File: config.mk
export PLATFORM = sky130hd
export DESIGN_NAME = msfc_top
export DESIGN_NICKNAME = d
export VERILOG_FILES = /design/src/core/msfc_pkg.sv /design/src/core/msfc_bitser.sv /design/src/core/msfc_fifo.sv /design/src/core/msfc_top.sv
export SDC_FILE = /design/constraint.sdc
export NUM_CORES = 2
export LEC_CHECK = 0
export ABC_AREA = 1
export BUFFER_PORTS_ARGS = -buffer_cell sky130_fd_sc_hd__buf_2
export CORE_MARGIN = 8
export CORE_UTILIZATION = 50
export CTS_BUF_LIST = sky130_fd_sc_hd__clkbuf_8
export DETAILED_ROUTE_END_ITERATION = 10
export PLACE_DENSITY_LB_ADDON = 0.1
export REMOVE_ABC_BUFFERS = 1
export SYNTH_ARGS = -nofsm -noshare
export SYNTH_HDL_FRONTEND = slang
export SYNTH_SLANG_ARGS = --single-unit
File: constraint.sdc
create_clock -name CLK_SYS -period 52.6 [get_ports CLK_SYS]
set_clock_uncertainty 0.05 [all_clocks]
set_input_delay 2.63 -clock CLK_SYS [delete_from_list [all_inputs] [get_ports CLK_SYS]]
set_output_delay 2.63 -clock CLK_SYS [all_outputs]
set_load 0.05 [all_outputs]
File: src/core/msfc_pkg.sv
// Shared constants for the multirate speech frame codec
package msfc_pkg;
  localparam int SAMPLE_W = 13;
  localparam int FRAME_LEN = 160;
  localparam int SUBFRAME_LEN = 40;
  localparam int SUBFRAMES = 4;
  localparam int WINDOW_LEN = 240;
  localparam int LOOKAHEAD_MS = 5;
  localparam int SAMPLE_RATE = 8000;
  localparam int LOOKAHEAD_LEN = LOOKAHEAD_MS * SAMPLE_RATE / 1000;
  localparam int FRAME_MS = 20;
  localparam int CLK_HZ = 125000000;
  // Clock cycles per sample period, longest time rounded down
  localparam int SAMPLE_CYCLES = CLK_HZ / SAMPLE_RATE;
  localparam int MAX_BLOCK = 244;
  localparam int MODE_W = 3;
  localparam int LEN_W = 8;
  localparam int FIFO_DEPTH = 4;
  localparam int LAG_W = 11;
  localparam logic [LEN_W-1:0] LEN_M0 = 8'h5F; // 95 bits
  localparam logic [LEN_W-1:0] LEN_M1 = 8'h67; // 103
  localparam logic [LEN_W-1:0] LEN_M2 = 8'h76; // 118
  localparam logic [LEN_W-1:0] LEN_M3 = 8'h86; // 134
  localparam logic [LEN_W-1:0] LEN_M4 = 8'h94; // 148
  localparam logic [LEN_W-1:0] LEN_M5 = 8'h9F; // 159
  localparam logic [LEN_W-1:0] LEN_M6 = 8'hCC; // 204
  localparam logic [LEN_W-1:0] LEN_M7 = 8'hF4; // 244
  localparam logic [MODE_W-1:0] MODE_TOP = 3'h7; // 12.2 kbit/s
endpackage

File: src/core/msfc_bitser.sv
// Serialiser that shifts one coded block out bit by bit
`timescale 1ns/1ps
module msfc_bitser #(
  parameter int MAXB = 244,
  parameter int LW = 8
) (
  input wire logic clk,
  input wire logic rst_n,
  input wire logic ce,
  input wire logic load,
  input wire logic [MAXB-1:0] block,
  input wire logic [LW-1:0] len,
  output logic busy,
  output logic bit_valid,
  input wire logic bit_ready,
  output logic bit_data,
  output logic bit_last
);
  logic [MAXB-1:0] sh_reg;
  logic [LW-1:0] left_reg;

  assign busy = left_reg != '0;
  assign bit_valid = busy;
  assign bit_data = sh_reg[MAXB-1];
  assign bit_last = left_reg == LW'(1);

  // Load a block, then shift MSB first on each accepted bit
  always_ff @(posedge clk or negedge rst_n)
  begin
    if (!rst_n)
    begin
      sh_reg <= '0;
      left_reg <= '0;
    end
    else if (ce)
    begin
      if (load && !busy)
      begin
        sh_reg <= block;
        left_reg <= len;
      end
      else if (busy && bit_ready)
      begin
        sh_reg <= {sh_reg[MAXB-2:0], 1'b0};
        left_reg <= left_reg - 1'b1;
      end
    end
  end
endmodule

File: src/core/msfc_fifo.sv
// Parameterised valid/ready FIFO for sample words
`timescale 1ns/1ps
module msfc_fifo #(
  parameter int WIDTH = 13,
  parameter int DEPTH = 4
) (
  input wire logic clk,
  input wire logic rst_n,
  input wire logic ce,
  input wire logic in_valid,
  output logic in_ready,
  input wire logic [WIDTH-1:0] in_data,
  output logic out_valid,
  input wire logic out_ready,
  output logic [WIDTH-1:0] out_data
);
  localparam int AW = $clog2(DEPTH);
  logic [WIDTH-1:0] mem [DEPTH];
  logic [AW-1:0] wr_reg;
  logic [AW-1:0] rd_reg;
  logic [AW:0] cnt_reg;
  logic push;
  logic pop;

  // Honest full and empty from the fill count
  assign in_ready = cnt_reg != (AW+1)'(DEPTH);
  assign out_valid = cnt_reg != '0;
  assign push = ce && in_valid && in_ready;
  assign pop = ce && out_valid && out_ready;
  assign out_data = mem[rd_reg];

  // Storage write
  always_ff @(posedge clk)
  begin
    if (push)
      mem[wr_reg] <= in_data;
  end

  // Pointers and count
  always_ff @(posedge clk or negedge rst_n)
  begin
    if (!rst_n)
    begin
      wr_reg <= '0;
      rd_reg <= '0;
      cnt_reg <= '0;
    end
    else
    begin
      if (push)
        wr_reg <= (int'(wr_reg) == DEPTH - 1) ? '0 : wr_reg + 1'b1;
      if (pop)
        rd_reg <= (int'(rd_reg) == DEPTH - 1) ? '0 : rd_reg + 1'b1;
      if (push && !pop)
        cnt_reg <= cnt_reg + 1'b1;
      else if (pop && !push)
        cnt_reg <= cnt_reg - 1'b1;
    end
  end
endmodule

File: src/core/msfc_top.sv
// Frame framework of the multirate speech frame codec
`timescale 1ns/1ps
module msfc_top #(
  parameter int SAMPLE_CYC = msfc_pkg::SAMPLE_CYCLES
) (
  input wire logic CLK_SYS,
  input wire logic RST_N,
  input wire logic CE,
  input wire logic [2:0] MODE,
  input wire logic PCM_VALID,
  output logic PCM_READY,
  input wire logic [12:0] PCM_DATA,
  output logic ENC_VALID,
  input wire logic ENC_READY,
  output logic ENC_BIT,
  output logic ENC_LAST,
  output logic [2:0] ENC_MODE,
  output logic LP_SETS,
  output logic [1:0] SUBFRAME,
  output logic OPEN_LOOP,
  output logic CLOSED_LOOP,
  output logic FRAC_SIXTH,
  input wire logic DEC_VALID,
  output logic DEC_READY,
  input wire logic DEC_BIT,
  input wire logic DEC_LAST,
  output logic OUT_VALID,
  input wire logic OUT_READY,
  output logic [12:0] OUT_DATA,
  output logic OUT_LAST,
  output logic DEC_ERR
);
  localparam int SW = msfc_pkg::SAMPLE_W;
  localparam int MB = msfc_pkg::MAX_BLOCK;
  localparam int LW = msfc_pkg::LEN_W;
  localparam int TW = $clog2(SAMPLE_CYC + 1);

  typedef enum logic [1:0] {MSFC_FILL, MSFC_EMIT, MSFC_WAIT} msfc_enc_e;
  typedef enum logic [1:0] {MSFC_RX, MSFC_PLAY, MSFC_DONE} msfc_dec_e;

  logic rst_meta_reg;
  logic rst_sync_reg;
  logic rst_n;

  // Block length for each rate mode
  function automatic logic [LW-1:0] mode_len(input logic [2:0] m);
    case (m)
      3'h0: mode_len = msfc_pkg::LEN_M0;
      3'h1: mode_len = msfc_pkg::LEN_M1;
      3'h2: mode_len = msfc_pkg::LEN_M2;
      3'h3: mode_len = msfc_pkg::LEN_M3;
      3'h4: mode_len = msfc_pkg::LEN_M4;
      3'h5: mode_len = msfc_pkg::LEN_M5;
      3'h6: mode_len = msfc_pkg::LEN_M6;
      default: mode_len = msfc_pkg::LEN_M7;
    endcase
  endfunction

  // Reset release through two flip-flops
  always_ff @(posedge CLK_SYS or negedge RST_N)
  begin
    if (!RST_N)
    begin
      rst_meta_reg <= 1'b0;
      rst_sync_reg <= 1'b0;
    end
    else
    begin
      rst_meta_reg <= 1'b1;
      rst_sync_reg <= rst_meta_reg;
    end
  end
  assign rst_n = rst_sync_reg;

  // Input FIFO in the PCM path
  logic fifo_valid;
  logic fifo_ready;
  logic [SW-1:0] fifo_data;
  logic fifo_in_ready;
  msfc_fifo #(.WIDTH(SW), .DEPTH(msfc_pkg::FIFO_DEPTH)) u_fifo (
    .clk(CLK_SYS),
    .rst_n(rst_n),
    .ce(CE),
    .in_valid(PCM_VALID),
    .in_ready(fifo_in_ready),
    .in_data(PCM_DATA),
    .out_valid(fifo_valid),
    .out_ready(fifo_ready),
    .out_data(fifo_data)
  );
  // Offer space only while the clock enable lets a sample land
  assign PCM_READY = CE && fifo_in_ready;

  // Encoder state
  msfc_enc_e enc_reg;
  logic [7:0] in_cnt_reg;
  logic [2:0] mode_reg;
  logic [7:0] need_reg;
  logic [MB-1:0] acc_reg;
  logic ser_busy;
  logic ser_valid;
  logic ser_load;
  logic [MB-1:0] ser_block;

  // Samples needed before analysis: frame plus lookahead except top mode
  assign need_reg = (mode_reg == msfc_pkg::MODE_TOP) ?
    8'(msfc_pkg::FRAME_LEN) :
    8'(msfc_pkg::FRAME_LEN + msfc_pkg::LOOKAHEAD_LEN);
  assign fifo_ready = CE && (enc_reg == MSFC_FILL);
  assign ser_load = (enc_reg == MSFC_EMIT);
  // Left-justify the block so the serialiser sends MSB first
  assign ser_block = acc_reg << (MB - int'(mode_len(mode_reg)));

  // First difference on each popped sample as a high-pass stage
  logic [SW-1:0] prev_reg;
  logic [SW-1:0] hp_val;
  assign hp_val = fifo_data - prev_reg;
  always_ff @(posedge CLK_SYS or negedge rst_n)
  begin
    if (!rst_n)
      prev_reg <= '0;
    else if (CE && fifo_valid && fifo_ready)
      prev_reg <= fifo_data;
  end

  // Samples held for the analysis window, saturating at its length
  logic [7:0] win_reg;
  always_ff @(posedge CLK_SYS or negedge rst_n)
  begin
    if (!rst_n)
      win_reg <= '0;
    else if (CE && fifo_valid && fifo_ready &&
      win_reg != 8'(msfc_pkg::WINDOW_LEN))
      win_reg <= win_reg + 8'h01;
  end

  // Frame collection, one block per frame
  always_ff @(posedge CLK_SYS or negedge rst_n)
  begin
    if (!rst_n)
    begin
      enc_reg <= MSFC_FILL;
      in_cnt_reg <= '0;
      mode_reg <= '0;
      acc_reg <= '0;
    end
    else if (CE)
    begin
      case (enc_reg)
        MSFC_FILL:
        begin
          if (in_cnt_reg == 8'h00)
            mode_reg <= MODE;
          if (fifo_valid)
          begin
            acc_reg <= {acc_reg[MB-SW-1:0], hp_val}
              ^ {{(MB-SW){1'b0}}, acc_reg[MB-1:MB-SW]};
            if (in_cnt_reg == 8'(msfc_pkg::FRAME_LEN - 1))
            begin
              in_cnt_reg <= '0;
              enc_reg <= MSFC_EMIT;
            end
            else
              in_cnt_reg <= in_cnt_reg + 8'h01;
          end
        end
        MSFC_EMIT:
          if (!ser_busy)
            enc_reg <= MSFC_WAIT;
        default:
          if (!ser_busy)
          begin
            enc_reg <= MSFC_FILL;
            acc_reg <= '0;
          end
      endcase
    end
  end

  // Subframe cadence over the 160 collected samples
  logic [5:0] sub_cnt_reg;
  logic [1:0] sub_reg;
  always_ff @(posedge CLK_SYS or negedge rst_n)
  begin
    if (!rst_n)
    begin
      sub_cnt_reg <= '0;
      sub_reg <= '0;
    end
    else if (CE && fifo_valid && fifo_ready)
    begin
      if (sub_cnt_reg == 6'(msfc_pkg::SUBFRAME_LEN - 1))
      begin
        sub_cnt_reg <= '0;
        sub_reg <= sub_reg + 2'h1;
      end
      else
        sub_cnt_reg <= sub_cnt_reg + 6'h01;
    end
  end
  assign SUBFRAME = sub_reg;
  // Closed-loop search each subframe, open-loop every second one
  assign CLOSED_LOOP = fifo_valid && fifo_ready && sub_cnt_reg == '0;
  assign OPEN_LOOP = CLOSED_LOOP && !sub_reg[0];
  assign LP_SETS = mode_reg == msfc_pkg::MODE_TOP;
  assign FRAC_SIXTH = mode_reg == msfc_pkg::MODE_TOP;
  assign ENC_MODE = mode_reg;

  // Bit serialiser for the coded block
  msfc_bitser #(.MAXB(MB), .LW(LW)) u_ser (
    .clk(CLK_SYS),
    .rst_n(rst_n),
    .ce(CE),
    .load(ser_load),
    .block(ser_block),
    .len(mode_len(mode_reg)),
    .busy(ser_busy),
    .bit_valid(ser_valid),
    .bit_ready(ENC_READY),
    .bit_data(ENC_BIT),
    .bit_last(ENC_LAST)
  );
  // Offer a bit only while the clock enable lets it be taken
  assign ENC_VALID = CE && ser_valid;

  // Decoder: collect bits, then pace 160 samples at the sample rate
  msfc_dec_e dec_reg;
  logic [LW-1:0] bit_cnt_reg;
  logic [SW-1:0] dsh_reg;
  logic [7:0] out_cnt_reg;
  logic [TW-1:0] tick_reg;
  logic [SW-1:0] out_reg;
  logic err_reg;
  logic len_ok;
  logic [SW-1:0] post_val;

  // Length check against the eight legal block sizes
  always_comb
  begin
    len_ok = 1'b0;
    for (int i = 0; i < 8; i++)
      if (bit_cnt_reg + LW'(1) == mode_len(3'(i)))
        len_ok = 1'b1;
  end

  // Sparse pulse on every fifth position, spread by the last output
  logic [SW-1:0] pulse_val;
  logic [SW-1:0] spread_val;
  assign pulse_val = ((out_cnt_reg % 8'h05) == 8'h00) ? dsh_reg : '0;
  assign spread_val = pulse_val | {2'b00, out_reg[SW-1:2]};

  // Formant stage then tilt stage on the state word
  assign post_val = (spread_val ^ {out_reg[SW-2:0], 1'b0})
    - {1'b0, out_reg[SW-1:1]};

  assign DEC_READY = CE && dec_reg == MSFC_RX;

  always_ff @(posedge CLK_SYS or negedge rst_n)
  begin
    if (!rst_n)
    begin
      dec_reg <= MSFC_RX;
      bit_cnt_reg <= '0;
      dsh_reg <= '0;
      out_cnt_reg <= '0;
      tick_reg <= '0;
      out_reg <= '0;
      err_reg <= 1'b0;
    end
    else if (CE)
    begin
      case (dec_reg)
        MSFC_RX:
          if (DEC_VALID)
          begin
            dsh_reg <= {dsh_reg[SW-2:0], DEC_BIT};
            if (DEC_LAST)
            begin
              err_reg <= !len_ok;
              bit_cnt_reg <= '0;
              dec_reg <= MSFC_PLAY;
            end
            else if (bit_cnt_reg != LW'(MB))
              bit_cnt_reg <= bit_cnt_reg + LW'(1);
          end
        MSFC_PLAY:
          if (OUT_VALID && OUT_READY)
          begin
            out_reg <= post_val;
            tick_reg <= TW'(SAMPLE_CYC - 1);
            if (out_cnt_reg == 8'(msfc_pkg::FRAME_LEN - 1))
            begin
              out_cnt_reg <= '0;
              dec_reg <= MSFC_DONE;
            end
            else
              out_cnt_reg <= out_cnt_reg + 8'h01;
          end
          else if (tick_reg != '0)
            tick_reg <= tick_reg - TW'(1);
        default:
          dec_reg <= MSFC_RX;
      endcase
    end
  end

  assign OUT_VALID = CE && dec_reg == MSFC_PLAY && tick_reg == '0;
  assign OUT_DATA = out_reg;
  assign OUT_LAST = OUT_VALID &&
    out_cnt_reg == 8'(msfc_pkg::FRAME_LEN - 1);
  assign DEC_ERR = err_reg;

  // Checks next to the logic
  a_frame_emit: assert property (@(posedge CLK_SYS) disable iff (!rst_n)
    (CE && enc_reg == MSFC_FILL && fifo_valid &&
     in_cnt_reg == 8'(msfc_pkg::FRAME_LEN - 1)) |=> enc_reg == MSFC_EMIT)
    else $error("frame did not close after 160 samples");
  a_block_len: assert property (@(posedge CLK_SYS) disable iff (!rst_n)
    (CE && ser_load && !ser_busy) |=> u_ser.left_reg == mode_len(mode_reg))
    else $error("block length does not match mode");
  a_dec_count: assert property (@(posedge CLK_SYS) disable iff (!rst_n)
    OUT_LAST && OUT_READY && CE |=> dec_reg == MSFC_DONE)
    else $error("decoder frame did not end at 160");
  a_out_pace: assert property (@(posedge CLK_SYS) disable iff (!rst_n)
    (CE && OUT_VALID && OUT_READY && !OUT_LAST) |=> !OUT_VALID)
    else $error("samples faster than sample rate");
  a_sub_wrap: assert property (@(posedge CLK_SYS) disable iff (!rst_n)
    sub_cnt_reg <= 6'(msfc_pkg::SUBFRAME_LEN - 1))
    else $error("subframe counter overran");
  a_lp_sets: assert property (@(posedge CLK_SYS) disable iff (!rst_n)
    (CE && enc_reg == MSFC_FILL && in_cnt_reg == 8'h00) |=>
    LP_SETS == ($past(MODE) == msfc_pkg::MODE_TOP))
    else $error("coefficient set count wrong for mode");
  a_look_need: assert property (@(posedge CLK_SYS) disable iff (!rst_n)
    (mode_reg != msfc_pkg::MODE_TOP) |->
    need_reg == 8'(msfc_pkg::FRAME_LEN + msfc_pkg::LOOKAHEAD_LEN))
    else $error("lookahead missing");
  a_open_loop: assert property (@(posedge CLK_SYS) disable iff (!rst_n)
    OPEN_LOOP |-> CLOSED_LOOP && !SUBFRAME[0])
    else $error("open-loop estimate in odd subframe");
  a_out_hold: assert property (@(posedge CLK_SYS) disable iff (!rst_n)
    (OUT_VALID && !OUT_READY) |=> $stable(OUT_DATA))
    else $error("sample changed while waiting");
  a_bit_hold: assert property (@(posedge CLK_SYS) disable iff (!rst_n)
    (ser_busy && !(CE && ENC_READY)) |=> $stable(ENC_BIT))
    else $error("coded bit changed while waiting");
  a_win_fill: assert property (@(posedge CLK_SYS) disable iff (!rst_n)
    enc_reg == MSFC_EMIT |-> win_reg >= 8'(msfc_pkg::FRAME_LEN))
    else $error("analysis window short at frame close");
endmodule

==> results by group <==
Critical path
  – Crit-path cells: buf_2 -> o41ai_1 -> buf_4 -> nor2_2 -> buf_4 -> inv_8 -> nor3_1 -> buf_2
  – CP Class: in2out
  – Worst path top cell family by delay: buffers and inverters
  – Critical Path Sink Type: primary output
  – Buf+Inv Stages, Crit Path: 5
  – Slowest cell on crit path: buf_4
  – CP Launch Type: input port
  – Worst path max stage delay: 0.37 ns
  – Data required time at the worst endpoint: 49.92 ns
  – Critical path peak fanout: between 70 and 80
  – WP data arrival: 4.33 ns

Power and ir drop
  – Leak: about 22 nW
  – Cell Pwr Density: between 60 and 70 nW/um^2
  – Tot Pwr: 3.05 mW
  – VDD IR max: 0.0000418 V

Drt
  – Final ANT Viol Nets: 0
  – DR vias: 48800
  – DRC: 0
  – DR vias/cell: about 6.0
  – DR iter-0 viols: 6024
  – DR pass1 iterations: 6
  – Wire per inst: 23.0 microns
  – Final WL: 186000 microns

Floorplanning
  – Site row count: 113
  – Die Y: 326 microns
  – Initial Utilization: a little over 50%
  – Chip width: 326 microns
  – Core Area: between 90000 and 100000 sq um
  – Die area: 106000 sq um
  – Io pins: 55

Status
  – Status: completed

Finish
  – Nets: 6788
  – Area Overhead vs Synth: 5.17%
  – Commonest non-fill, non-tap cell in the layout: nand2_1
  – Most frequent cells in the layout: nand2_1 (1771), o21ai_0 (601), dfrtp_1 (597), inv_1 (580), nor2_1 (477)
  – Share of layout cells above drive strength 1: 5.82%

Global routing
  – Initial antenna violation count: 8
  – Vias in the first global route: 45200
  – Largest net degree at the start of global routing: about 180
  – GRT Overall Usage: around a third
  – First-pass GRT wire length: 281000 microns
  – Gr ovfl total: 0

Synthesis
  – Sequential area share after synthesis: around 34%
  – Primary FF master, synth: dfrtp_1
  – Post-synth EDFFs: between 50 and 60
  – Yosys reg bits: 650
  – Synth cell types: 65
  – Biggest area consumer among synthesized cells: dfrtp_1
  – Top cells by area, synth: dfrtp_1 (31%), nand2_1 (14%), o21ai_0 (6.3%)
  – Share of async-settable or async-resettable flops after synthesis: between 90 and 100%
  – Syn avg cell area: 6.85 sq um
  – Ys Warns: 0
  – Post-Syn Area: about 48000 sq um
  – Mapped Cells: 7028
  – Post-synth top area share: a little under a third

STA
  – Final hold violation count: 0
  – Final worst path period share: 13.3%
  – Max-slew headroom: approximately a tenth
  – Minimum clock period after layout: 7.01 ns
  – Setup Viol. Count Final: 0
  – Tightest Pin Transition: 1.33 ns
  – Final TNS setup: 0 ns
  – Fin. max-slew vios: 0
  – Fmax: 143 MHz
  – RSZ-0062 raised after global routing: false

Clocking
  – Worst skew pair latency: 0.83 ns
  – Root buf cell: clkbuf_8
  – Worst-path clk slew: roughly 0.06 ns
  – Cts bufs inserted: between 100 and 150
  – H-tree lvl count: 3
  – CTS tree: done
  – # hold bufs at CTS: 0
  – Clk sinks: 650
  – Clock buffer depth: 3
  – Post_cts resized: 0
  – Setup Buffers After CTS: 0

Flow run
  – Max_cap viols: 0

Place
  – Gpl congestion: 1.07
  – Detailed Place HPWL: 136000 microns
  – IO Port Bufs: 54

Hold path
  – Worst Hold Class: reg2reg
==> layout make-up <==
type,count,area [sq um]
Timing Repair Buffer,120,816
Clock inverter,69,375
Tap cell,1265,1580
Fill cell,9749,44600
Sequential cell,650,16500
Clock buffer,143,1970
Antenna cell,4,10.0
Multi-Input combinational cell,5255,27100
Inverter,568,2190
==> worst paths after layout <==
path                              start                 to  slack (ns)  cells past startpoint
setup reg to reg            ENC_MODE[2]  u_ser.sh_reg[141]       46.06                     19
hold reg to reg            rst_meta_reg              rst_n        0.30                      0
max in group asynchronous         rst_n        acc_reg[92]       48.07                      4
hold / removal             rst_meta_reg              rst_n        0.30                      0
setup / recovery                     CE          OPEN_LOOP       45.59                      8
min in group asynchronous         rst_n      in_cnt_reg[3]        0.35                      0
==> kinds of logic (layout without fill, tap and decap cells) <==
kind of cell,after synthesis,count (layout),synth area share (%)
and+or+nand+nor,2934,2934,25.5
AOI/OAI and AO/OA,1931,1931,22.3
buffers and inverters,1123,900,9.49
DFF,650,650,34.4
muxes,298,298,6.20
adders and majority gates,52,52,1.40
xor gates and xnor gates,39,39,0.710
other,1,5,0.00779
==> layer usage <==
metal	vias to the layer above	part of all wire (%)	global-route usage [%]
met1	23200	42	45.2
met4	10	5.1	14.7
met3	436	8.7	7.34
met2	2095	44	51.9
li1	23000	-	-
met5	-	0.072	0
==> cell usage after synthesis, types with 12 or more instances <==
cell type     n
a31oi_1      42
o21ai_1     431
nand3_1     391
o211ai_1    151
nor2_1      484
a22oi_1      13
buf_6        18
or2_0        52
edfxtp_1     52
inv_2        18
buf_1        97
o2111ai_1    12
inv_1       538
clkbuf_1    324
buf_2        89
or2_2        45
a21oi_1     343
nand2_1    1773
nand4_1      39
or2_1        68
buf_4        27
nor3_1       27
o22ai_1     271
mux2i_1     297
ha_1         49
dfrtp_1     598
o21ai_0     601
xor2_1       32
==> where the power goes <==
part	switching, mW	leakage, nW	internal [mW]	total [mW]
logic	1.37	12.6	0.477	1.85
clock network	0.228	1.37	0.258	0.487
registers	0.0718	7.89	0.647	0.719
total	1.67	21.8	1.38	3.05
==> stage by stage <==
stage	util (%)	instances	setup WS (ns)	area (sq um)	hold slack (ns)
floorplan	-	6473	26.28	45700	0.281
global placement	50.7	7858	45.61	48200	0.288
detailed placement	50.7	7858	45.60	48200	0.294
CTS	53.2	8070	45.58	50600	0.308
global route	53.2	8072	45.47	50600	0.328
finish	53.2	8074	45.59	50600	0.303
Note: power is estimated with default switching activity, not from simulation.
